[src/gpp_defs.svh]
// Purpose: Constants for the programmable pin bank (offsets, fields, reset values, timing)
// Assumes: APB with 32-bit data, one aligned word per register
// Notes: Offsets are byte addresses
`ifndef GPP_DEFS_SVH
`define GPP_DEFS_SVH

// ****************************************
// Register offsets
// ****************************************
`define GPP_OFF_ENABLE 12'h000
`define GPP_OFF_DIR 12'h004
`define GPP_OFF_PULL 12'h008
`define GPP_OFF_OUT 12'h00c
`define GPP_OFF_IN 12'h010
`define GPP_OFF_STAT 12'h014

// ****************************************
// Reset values
// ****************************************
// Pins 4..9 keep their normal function; every other pin is a pin-mode input
`define GPP_RST_ENABLE 32'hfffffc0f
`define GPP_RST_DIR 32'h00000000
// Pull bit 1 is pullup, 0 is pulldown; pins 1, 6 and 10 pull down
`define GPP_RST_PULL 32'hfffffbbd
`define GPP_RST_OUT 32'h00000000
// Pins handed back to normal function when the strap is low
`define GPP_STRAP_MASK 32'h24000000

// ****************************************
// Field positions
// ****************************************
`define GPP_STAT_STRAP_BIT 0
`define GPP_STAT_DONE_BIT 1

// ****************************************
// Timing
// ****************************************
`define GPP_STRAP_DELAY_NS 4
`define GPP_CLK_PERIOD_NS 4
`endif

[src/gpp_pkg.sv]
// Purpose: Types for the programmable pin bank
// Assumes: Included constants come from gpp_defs.svh
// Notes: Pad signals travel together as one struct
package gpp_pkg;
	typedef struct packed {
		logic [31:0] out;
		logic [31:0] oe;
		logic [31:0] pull_en;
		logic [31:0] pull_up;
	} gpp_pad_t;

	typedef enum logic [1:0] {
		GPP_ST_WAIT = 2'b00,
		GPP_ST_SAMPLE = 2'b01,
		GPP_ST_RUN = 2'b10
	} gpp_state_t;
endpackage

[src/gpp_bank.sv]
// Purpose: Configuration and reset defaults of 32 shared programmable pins, APB slave
// Assumes: One clock pclk at 250 MHz, asynchronous active-low presetn
// Notes: Strap sampled after reset release; pads resolved by the pad ring
//
// Operation
// - Thirty-two pins, each configured independently
// - Per pin: function, direction, pull select
// - Reset: most pins input with pullup
// - Three high address pins keep normal function
// - Pins 4, 5, 6 keep normal function
// - Strap low returns pins 26, 29
// - Pins 4,5,7,8,9 offer pullup in pin mode
// - Pin 6 offers pulldown in pin mode
// - Strap sampled at the third enabled clock edge after reset release
//
// Chosen here: the placing of the registers and the APB register port.
`timescale 1ns/1ns
`include "gpp_defs.svh"
module gpp_bank #(
	parameter int NPINS = 32
) (
	input wire logic pclk,
	input wire logic presetn,
	input wire logic clk_en,
	input wire logic psel,
	input wire logic penable,
	input wire logic pwrite,
	input wire logic [11:0] paddr,
	input wire logic [31:0] pwdata,
	output logic [31:0] prdata,
	output logic pready,
	output logic pslverr,
	input wire logic [NPINS-1:0] pin_in,
	input wire logic addr_strap_n,
	output gpp_pkg::gpp_pad_t pad,
	output logic [NPINS-1:0] general_purpose_pin_en
);
	localparam int STRAP_CYC = (`GPP_STRAP_DELAY_NS + `GPP_CLK_PERIOD_NS - 1) / `GPP_CLK_PERIOD_NS;

	// ****************************************
	// Strap capture
	// ****************************************
	logic strap_s1;
	logic strap_s2;
	logic strap_low;
	logic [3:0] strap_cnt;
	gpp_pkg::gpp_state_t state;
	gpp_pkg::gpp_state_t next_state;

	// Reset to the strap's pullup level so release never shows a false low
	always_ff @(posedge pclk or negedge presetn) begin
		if (!presetn) begin
			strap_s1 <= 1'b1;
			strap_s2 <= 1'b1;
		end else if (clk_en) begin
			strap_s1 <= addr_strap_n;
			strap_s2 <= strap_s1;
		end
	end

	wire sample_now = (state == gpp_pkg::GPP_ST_SAMPLE);

	always_comb begin
		case (state)
			gpp_pkg::GPP_ST_WAIT: next_state = (strap_cnt >= 4'(STRAP_CYC)) ? gpp_pkg::GPP_ST_SAMPLE : state;
			gpp_pkg::GPP_ST_SAMPLE: next_state = gpp_pkg::GPP_ST_RUN;
			gpp_pkg::GPP_ST_RUN: next_state = gpp_pkg::GPP_ST_RUN;
			default: next_state = gpp_pkg::GPP_ST_WAIT;
		endcase
	end

	// Sample is held for good once taken
	always_ff @(posedge pclk or negedge presetn) begin
		if (!presetn) begin
			state <= gpp_pkg::GPP_ST_WAIT;
			strap_cnt <= 4'h0;
			strap_low <= 1'b0;
		end else if (clk_en) begin
			state <= next_state;
			if (state == gpp_pkg::GPP_ST_WAIT)
				strap_cnt <= strap_cnt + 4'h1;
			if (sample_now)
				strap_low <= ~strap_s2;
		end
	end

	// ****************************************
	// Configuration registers
	// ****************************************
	logic [31:0] cfg_enable;
	logic [31:0] cfg_dir;
	logic [31:0] cfg_pull;
	logic [31:0] cfg_out;
	logic [NPINS-1:0] pin_sync;

	wire wr_access = psel && penable && pwrite;
	wire hit_enable = (paddr == `GPP_OFF_ENABLE);
	wire hit_dir = (paddr == `GPP_OFF_DIR);
	wire hit_pull = (paddr == `GPP_OFF_PULL);
	wire hit_out = (paddr == `GPP_OFF_OUT);
	wire hit_in = (paddr == `GPP_OFF_IN);
	wire hit_stat = (paddr == `GPP_OFF_STAT);
	wire hit_any = hit_enable | hit_dir | hit_pull | hit_out | hit_in | hit_stat;
	// Strap-driven revert of pins 26 and 29, applied once, at the same edge that takes the sample
	wire [31:0] strap_clear = sample_now && !strap_s2 ? `GPP_STRAP_MASK : 32'h00000000;

	// A software write to ENABLE wins over the strap revert in the same cycle
	// Each pin bit stands alone; writes touch whole words
	always_ff @(posedge pclk or negedge presetn) begin
		if (!presetn) begin
			cfg_enable <= `GPP_RST_ENABLE;
			cfg_dir <= `GPP_RST_DIR;
			cfg_pull <= `GPP_RST_PULL;
			cfg_out <= `GPP_RST_OUT;
		end else if (clk_en) begin
			if (wr_access && hit_enable)
				cfg_enable <= pwdata;
			else
				cfg_enable <= cfg_enable & ~strap_clear;
			if (wr_access && hit_dir)
				cfg_dir <= pwdata;
			if (wr_access && hit_pull)
				cfg_pull <= pwdata;
			if (wr_access && hit_out)
				cfg_out <= pwdata;
		end
	end

	gpp_sync #(
		.WIDTH(NPINS)
	) u_sync (
		.pclk(pclk),
		.presetn(presetn),
		.clk_en(clk_en),
		.async_in(pin_in),
		.sync_out(pin_sync)
	);

	// ****************************************
	// Bus answer
	// ****************************************
	wire [31:0] stat_word = (32'(strap_low) << `GPP_STAT_STRAP_BIT) |
		(32'(state == gpp_pkg::GPP_ST_RUN) << `GPP_STAT_DONE_BIT);
	wire [31:0] rd_mux = hit_enable ? cfg_enable :
		hit_dir ? cfg_dir :
		hit_pull ? cfg_pull :
		hit_out ? cfg_out :
		hit_in ? pin_sync :
		hit_stat ? stat_word : 32'h00000000;
	// Read-only words take writes silently; only unmapped offsets answer with an error
	// Answer after one wait state so prdata can come from a flop

	always_ff @(posedge pclk or negedge presetn) begin
		if (!presetn) begin
			prdata <= 32'h00000000;
			pready <= 1'b0;
			pslverr <= 1'b0;
		end else if (clk_en) begin
			pready <= psel && penable && !pready;
			pslverr <= psel && penable && !pready && !hit_any;
			if (psel && penable && !pready && !pwrite)
				prdata <= rd_mux;
		end
	end

	// ****************************************
	// Pad drive
	// ****************************************
	// Pin mode: output drives out; pull only on inputs. Normal-function pins leave pads to other logic.
	// Pull select is passed through for outputs too; pull_en gates it at the pad
	always_ff @(posedge pclk or negedge presetn) begin
		if (!presetn) begin
			pad <= '0;
			general_purpose_pin_en <= '0;
		end else if (clk_en) begin
			general_purpose_pin_en <= cfg_enable[NPINS-1:0];
			pad.out <= cfg_out;
			pad.oe <= cfg_enable & cfg_dir;
			pad.pull_en <= cfg_enable & ~cfg_dir;
			pad.pull_up <= cfg_pull;
		end
	end

	// ****************************************
	// Checks
	// ****************************************
	// Reset defaults are checked at the first edge after release

	rst_defaults_a: assert property (@(posedge pclk) $rose(presetn) |->
		cfg_enable[0] && !cfg_dir[0] && cfg_pull[0] && cfg_enable[31]) else $error("reset default wrong");
	addr_normal_a: assert property (@(posedge pclk) $rose(presetn) |->
		cfg_enable[9:7] == 3'b000) else $error("address pins not normal");
	ctl_normal_a: assert property (@(posedge pclk) $rose(presetn) |->
		cfg_enable[6:4] == 3'b000) else $error("control pins not normal");
	strap_revert_a: assert property (@(posedge pclk) disable iff (!presetn)
		clk_en && sample_now && !strap_s2 && !wr_access |=> cfg_enable[26] == 1'b0 && cfg_enable[29] == 1'b0)
		else $error("strap revert missing");
	pull_up_a: assert property (@(posedge pclk) $rose(presetn) |->
		cfg_pull[5:4] == 2'b11 && cfg_pull[9:7] == 3'b111) else $error("pullup option wrong");
	pull_down_a: assert property (@(posedge pclk) $rose(presetn) |->
		cfg_pull[6] == 1'b0) else $error("pin 6 pull wrong");
	strap_hold_a: assert property (@(posedge pclk) disable iff (!presetn)
		state == gpp_pkg::GPP_ST_RUN && clk_en |=> $stable(strap_low)) else $error("strap value moved");
	pin_sync_a: assert property (@(posedge pclk) disable iff (!presetn)
		clk_en [*3] ##0 ($past(presetn) && $past(presetn, 2)) |-> pin_sync == $past(pin_in, 2))
		else $error("sync latency wrong");
	indep_a: assert property (@(posedge pclk) disable iff (!presetn)
		clk_en && wr_access && hit_dir && !pready |=> cfg_dir == $past(pwdata)) else $error("dir write lost");
	pready_a: assert property (@(posedge pclk) disable iff (!presetn)
		clk_en && psel && penable && !pready |=> pready) else $error("no answer");
	slverr_a: assert property (@(posedge pclk) disable iff (!presetn)
		clk_en && psel && penable && !pready && !hit_any |=> pslverr && pready) else $error("no error answer");
	bad_write_a: assert property (@(posedge pclk) disable iff (!presetn)
		clk_en && wr_access && !hit_any |=> $stable(cfg_dir) && $stable(cfg_pull) && $stable(cfg_out))
		else $error("unmapped write landed");
	// A low enable must leave enable, direction, pads, state and pready as they were
	freeze_a: assert property (@(posedge pclk) disable iff (!presetn)
		!clk_en |=> $stable(cfg_enable) && $stable(cfg_dir) && $stable(pad) && $stable(state) && $stable(pready))
		else $error("state moved while frozen");

	// ****************************************
	// Scenarios
	// ****************************************
	strap_low_c: cover property (@(posedge pclk) disable iff (!presetn) sample_now && !strap_s2);
	read_in_c: cover property (@(posedge pclk) disable iff (!presetn) pready && hit_in && !pwrite);
	bad_addr_c: cover property (@(posedge pclk) disable iff (!presetn) pslverr);
	freeze_c: cover property (@(posedge pclk) disable iff (!presetn) !clk_en && psel && penable);
	wr_enable_c: cover property (@(posedge pclk) disable iff (!presetn) pready && pwrite && hit_enable);
endmodule

[src/gpp_sync.sv]
// Purpose: Two-stage synchroniser for a bus of asynchronous inputs
// Assumes: Destination clock pclk
// Notes: First stage feeds only the second stage
`timescale 1ns/1ns
module gpp_sync #(
	parameter int WIDTH = 32
) (
	input wire logic pclk,
	input wire logic presetn,
	input wire logic clk_en,
	input wire logic [WIDTH-1:0] async_in,
	output logic [WIDTH-1:0] sync_out
);
	logic [WIDTH-1:0] stage1;

	always_ff @(posedge pclk or negedge presetn) begin
		if (!presetn) begin
			stage1 <= '0;
			sync_out <= '0;
		end else if (clk_en) begin
			stage1 <= async_in;
			sync_out <= stage1;
		end
	end
endmodule

[config.mk]
export PLATFORM = sky130hd
export DESIGN_NAME = gpp_bank
export DESIGN_NICKNAME = d
export VERILOG_FILES = /design/src/gpp_pkg.sv /design/src/gpp_bank.sv /design/src/gpp_sync.sv
export VERILOG_INCLUDE_DIRS = /design/src
export SDC_FILE = /design/constraint.sdc
export NUM_CORES = 1
export LEC_CHECK = 0
export ABC_AREA = 1
export BUFFER_PORTS_ARGS = -buffer_cell sky130_fd_sc_hd__buf_4
export CORE_UTILIZATION = 56
export DETAILED_ROUTE_END_ITERATION = 6
export PLACE_DENSITY = 0.87
export RECOVER_POWER = 50
export SLEW_MARGIN = 20
export SYNTH_ARGS = -nofsm -noshare
export SYNTH_HDL_FRONTEND = slang
export SYNTH_HIERARCHICAL = 1
export SYNTH_SLANG_ARGS = --single-unit
[constraint.sdc]
create_clock -name pclk -period 2.2 [get_ports pclk]
set_clock_uncertainty 0.05 [all_clocks]
set_input_delay 0.22 -clock pclk [delete_from_list [all_inputs] [get_ports pclk]]
set_output_delay 0.22 -clock pclk [all_outputs]
set_load 0.03 [all_outputs]
==> metrics.md <==
| Metric | Value |
|---|---|
| DR vias | 14600 |
| Slew at the pin closest to its max-slew limit | around 1.2 ns |
| Num CTS Buffers | 39 |
| Worst-path clk slew | 0.07 ns |
| Static Leak | between 10 and 15 nW |
| Clock power frac | 0.437 |
| Yosys cell types | 30 |
| Tot Pwr | about 15 mW |
| Final worst slack | roughly 0.33 ns |
| Largest net degree at the start of global routing | approximately 220 |
| # IOs | around 280 |
| Initial Util | 0.569 |
| Final wirelength | between 40000 and 50000 um |
| Combinational fraction of design power | 0.066 |
| Hold Crit Start | pwrite |
| Port Buffers | ~280 |
| Most common cell after layout, fill and taps aside | nand2_1 |
| Hold Violations, Final | 0 |
| Cell-internal power | approximately 12 mW |
| Worst r2r src | state[0] |
| Worst Setup End Kind | async pin |
| Worst IR Drop VDD | between 0.5 and 0.6 mV |
| Final Critical Period | roughly 1.9 ns |
| Warnings from Yosys | 6 |
| Synthesized Nets | slightly below 2000 |
| Avg Cell Area, Syn | around 8.7 um2 |
| Status | finished clean |
| Top cell type's share of synthesized area | 0.518 |
| GR Util All Layers | 0.331 |
| Antenna violations before repair | 0 |
| Reg power frac | 0.497 |
| Pre-antenna DRT Iters | 6 |
| Clock buffer depth | 3 |
| DR WL/cell | ~18 um |
| Dpl hpwl | 31400 um |
| Clock Tree Root | clkbuf_16 |
| Most frequent cells in the layout | nand2_1, dfrtp_1, buf_4, inv_1, o21ai_0 |
| Cell Area, Synth | ~16000 um2 |
| Gpl congestion | between 0.8 and 0.9 |
| Power density cells | 742 nW/um2 |
| Synth top area cells | dfrtp_1, nand2_1, dfstp_2 |
| Layout cell share with drive strength beyond 1 | 0.160 |
| Drt initial violations | roughly 1500 |
| Register bit count reported by yosys | around 400 |
| Reg area | ~10000 um2 |
| First-pass GRT wire length | 78000 um |
| Worst path required time | about 2.8 ns |
| FP Rows | 62 |
| # placed instances | 2483 |
| Final number of setup-violating endpoints | 0 |
| Finished Layout Cells | between 2000 and 3000 |
| Crit share post-route | 0.849 |
| Routed Antenna Nets | 0 |
| Max-cap check violation count | 0 |
| CTS tree | done |
| Worst slack, placed | slightly below 0.2 ns |
| Skew-Pair Late Insertion Delay | 0.53 ns |
| Unrepaired setup endpoints after global routing | false |
| CP startpoint | presetn |
| Die Wd | about 170 um |
| Area added between synthesis and finish | 25.9% |
| Vias in the first global route | ~15000 |
| TNS Setup | 0 ns |
| Synth Instances | roughly 1900 |
| Antenna cells | 0 |
| Worst-path maximum fanout | 71 |
| Core Region | about 29000 um2 |
| HP Class | in -> reg |
| Slew Viols, Final | 0 |
| Fillers | between 2000 and 2500 |
| Startpoint Class | input pin |
| GR Overflow Total | 0 |
| Final nets | 2308 |
| Footprint of the multi-input gates | 5330 um2 |
| Sw Share | 0.232 |
| Die area | 29900 um2 |
| Number of vias per cell | 5.53 |
| Sequential area share after synthesis | 0.609 |
| Synth area leader | dfrtp_1 |
| Switch Pwr | between 3 and 4 mW |
| Util after Layout | 0.717 |
| DRC | 0 |
| Slew headroom | 0.194 |
| Setup CP Type | in -> async |
| H-tree depth | 2 |
| Die Height | about 170 um |
| # clock sinks | slightly below 400 |
| Worst path arrival time | approximately 2.4 ns |
| Fmax | roughly 0.54 GHz |
-- final timing paths --
check | to | slack, ns | depth (start not counted)
max in group pclk | state[0] | 0.35 | 5
min | prdata[9] | 0.16 | 5
max reg2reg | state[0] | 0.36 | 5
min reg2reg | u_sync/sync_out[6] | 0.42 | 2
max | strap_s1 | 0.33 | 3
min in group asynchronous | pad[88] | 0.46 | 2
-- sequential cells by signal (all words and copies together) (netlist names), 2 cells and up --
name                    count
cfg_out                    32
strap_cnt                   4
u_sync/sync_out            32
u_sync/stage1              32
cfg_pull                   32
general_purpose_pin_en     32
cfg_dir                    32
cfg_enable                 32
prdata                     32
state                       2
pad                       128
-- synthesized netlist by cell type, drive strengths merged --
library cell,n
buf,39
o211ai,12
inv,150
dfstp,57
dfrtp,338
nand4,15
clkbuf,57
nor4,2
nor3,2
xor2,3
ha,6
nand3,105
nor2,60
a21oi,4
o21ai,234
mux2,1
nand2,788
-- power groups by stage --
stage | Combinational, mW | Sequential (mW) | Clock (mW)
4_1_cts | 1.03 | 7.57 | 6.70
5_1_grt | 1.10 | 7.59 | 6.99
3_3_place_gp | 0.879 | 7.69 | 0
3_5_place_dp | 0.903 | 7.70 | 0
2_1_floorplan | 0.313 | 7.75 | 0
6_report | 1.01 | 7.58 | 6.67
-- cells by family (layout without fill, tap and decap cells) --
family / after synthesis / count (layout) / synth area share
buffers and inverters: 246 / 622 / 0.0660
AND/OR/NAND/NOR: 972 / 972 / 0.239
adder cells (fa/ha/maj): 6 / 6 / 0.00459
AO/OA/AOI/OAI: 250 / 250 / 0.0784
XOR/XNOR: 3 / 3 / 0.00161
multiplexers: 1 / 1 / 0.000689
flip-flops: 395 / 395 / 0.609
-- repair_timing --
item / in CTS / in global routing
gates resized for setup: 0 / 0
endpoints found under the hold margin: 212 / 0
hold buffers: 79 / 0
buffers inserted: 0 / 0
-- layer usage --
layer	part of all wire	global-route usage
met1	0.39	0.441
met2	0.47	0.520
met3	0.096	0.0719
met4	0.051	0.164
met5	0	0
-- critical path, cell delays in order --
cell and delay (ns):
dlygate4sd3_1 0.52, clkbuf_4 0.90, clkbuf_4 0.69
-- per-stage QoR --
stage	hold WS, ns	instance area [um2]
2_1_floorplan	-0.126	16300
3_3_place_gp	0.219	18900
3_5_place_dp	0.211	18900
4_1_cts	0.133	21000
5_1_grt	0.156	20600
6_report	0.158	20600
-- area by class of cell --
class	instances	area share
sequential	395	0.484
multi-input combinational	1232	0.259
timing repair buffer	401	0.144
clock buffer	63	0.0592
inverter	150	0.0276
tap	384	0.0234
clock inverter	8	0.00316
Note: power is estimated with default switching activity, not from simulation.
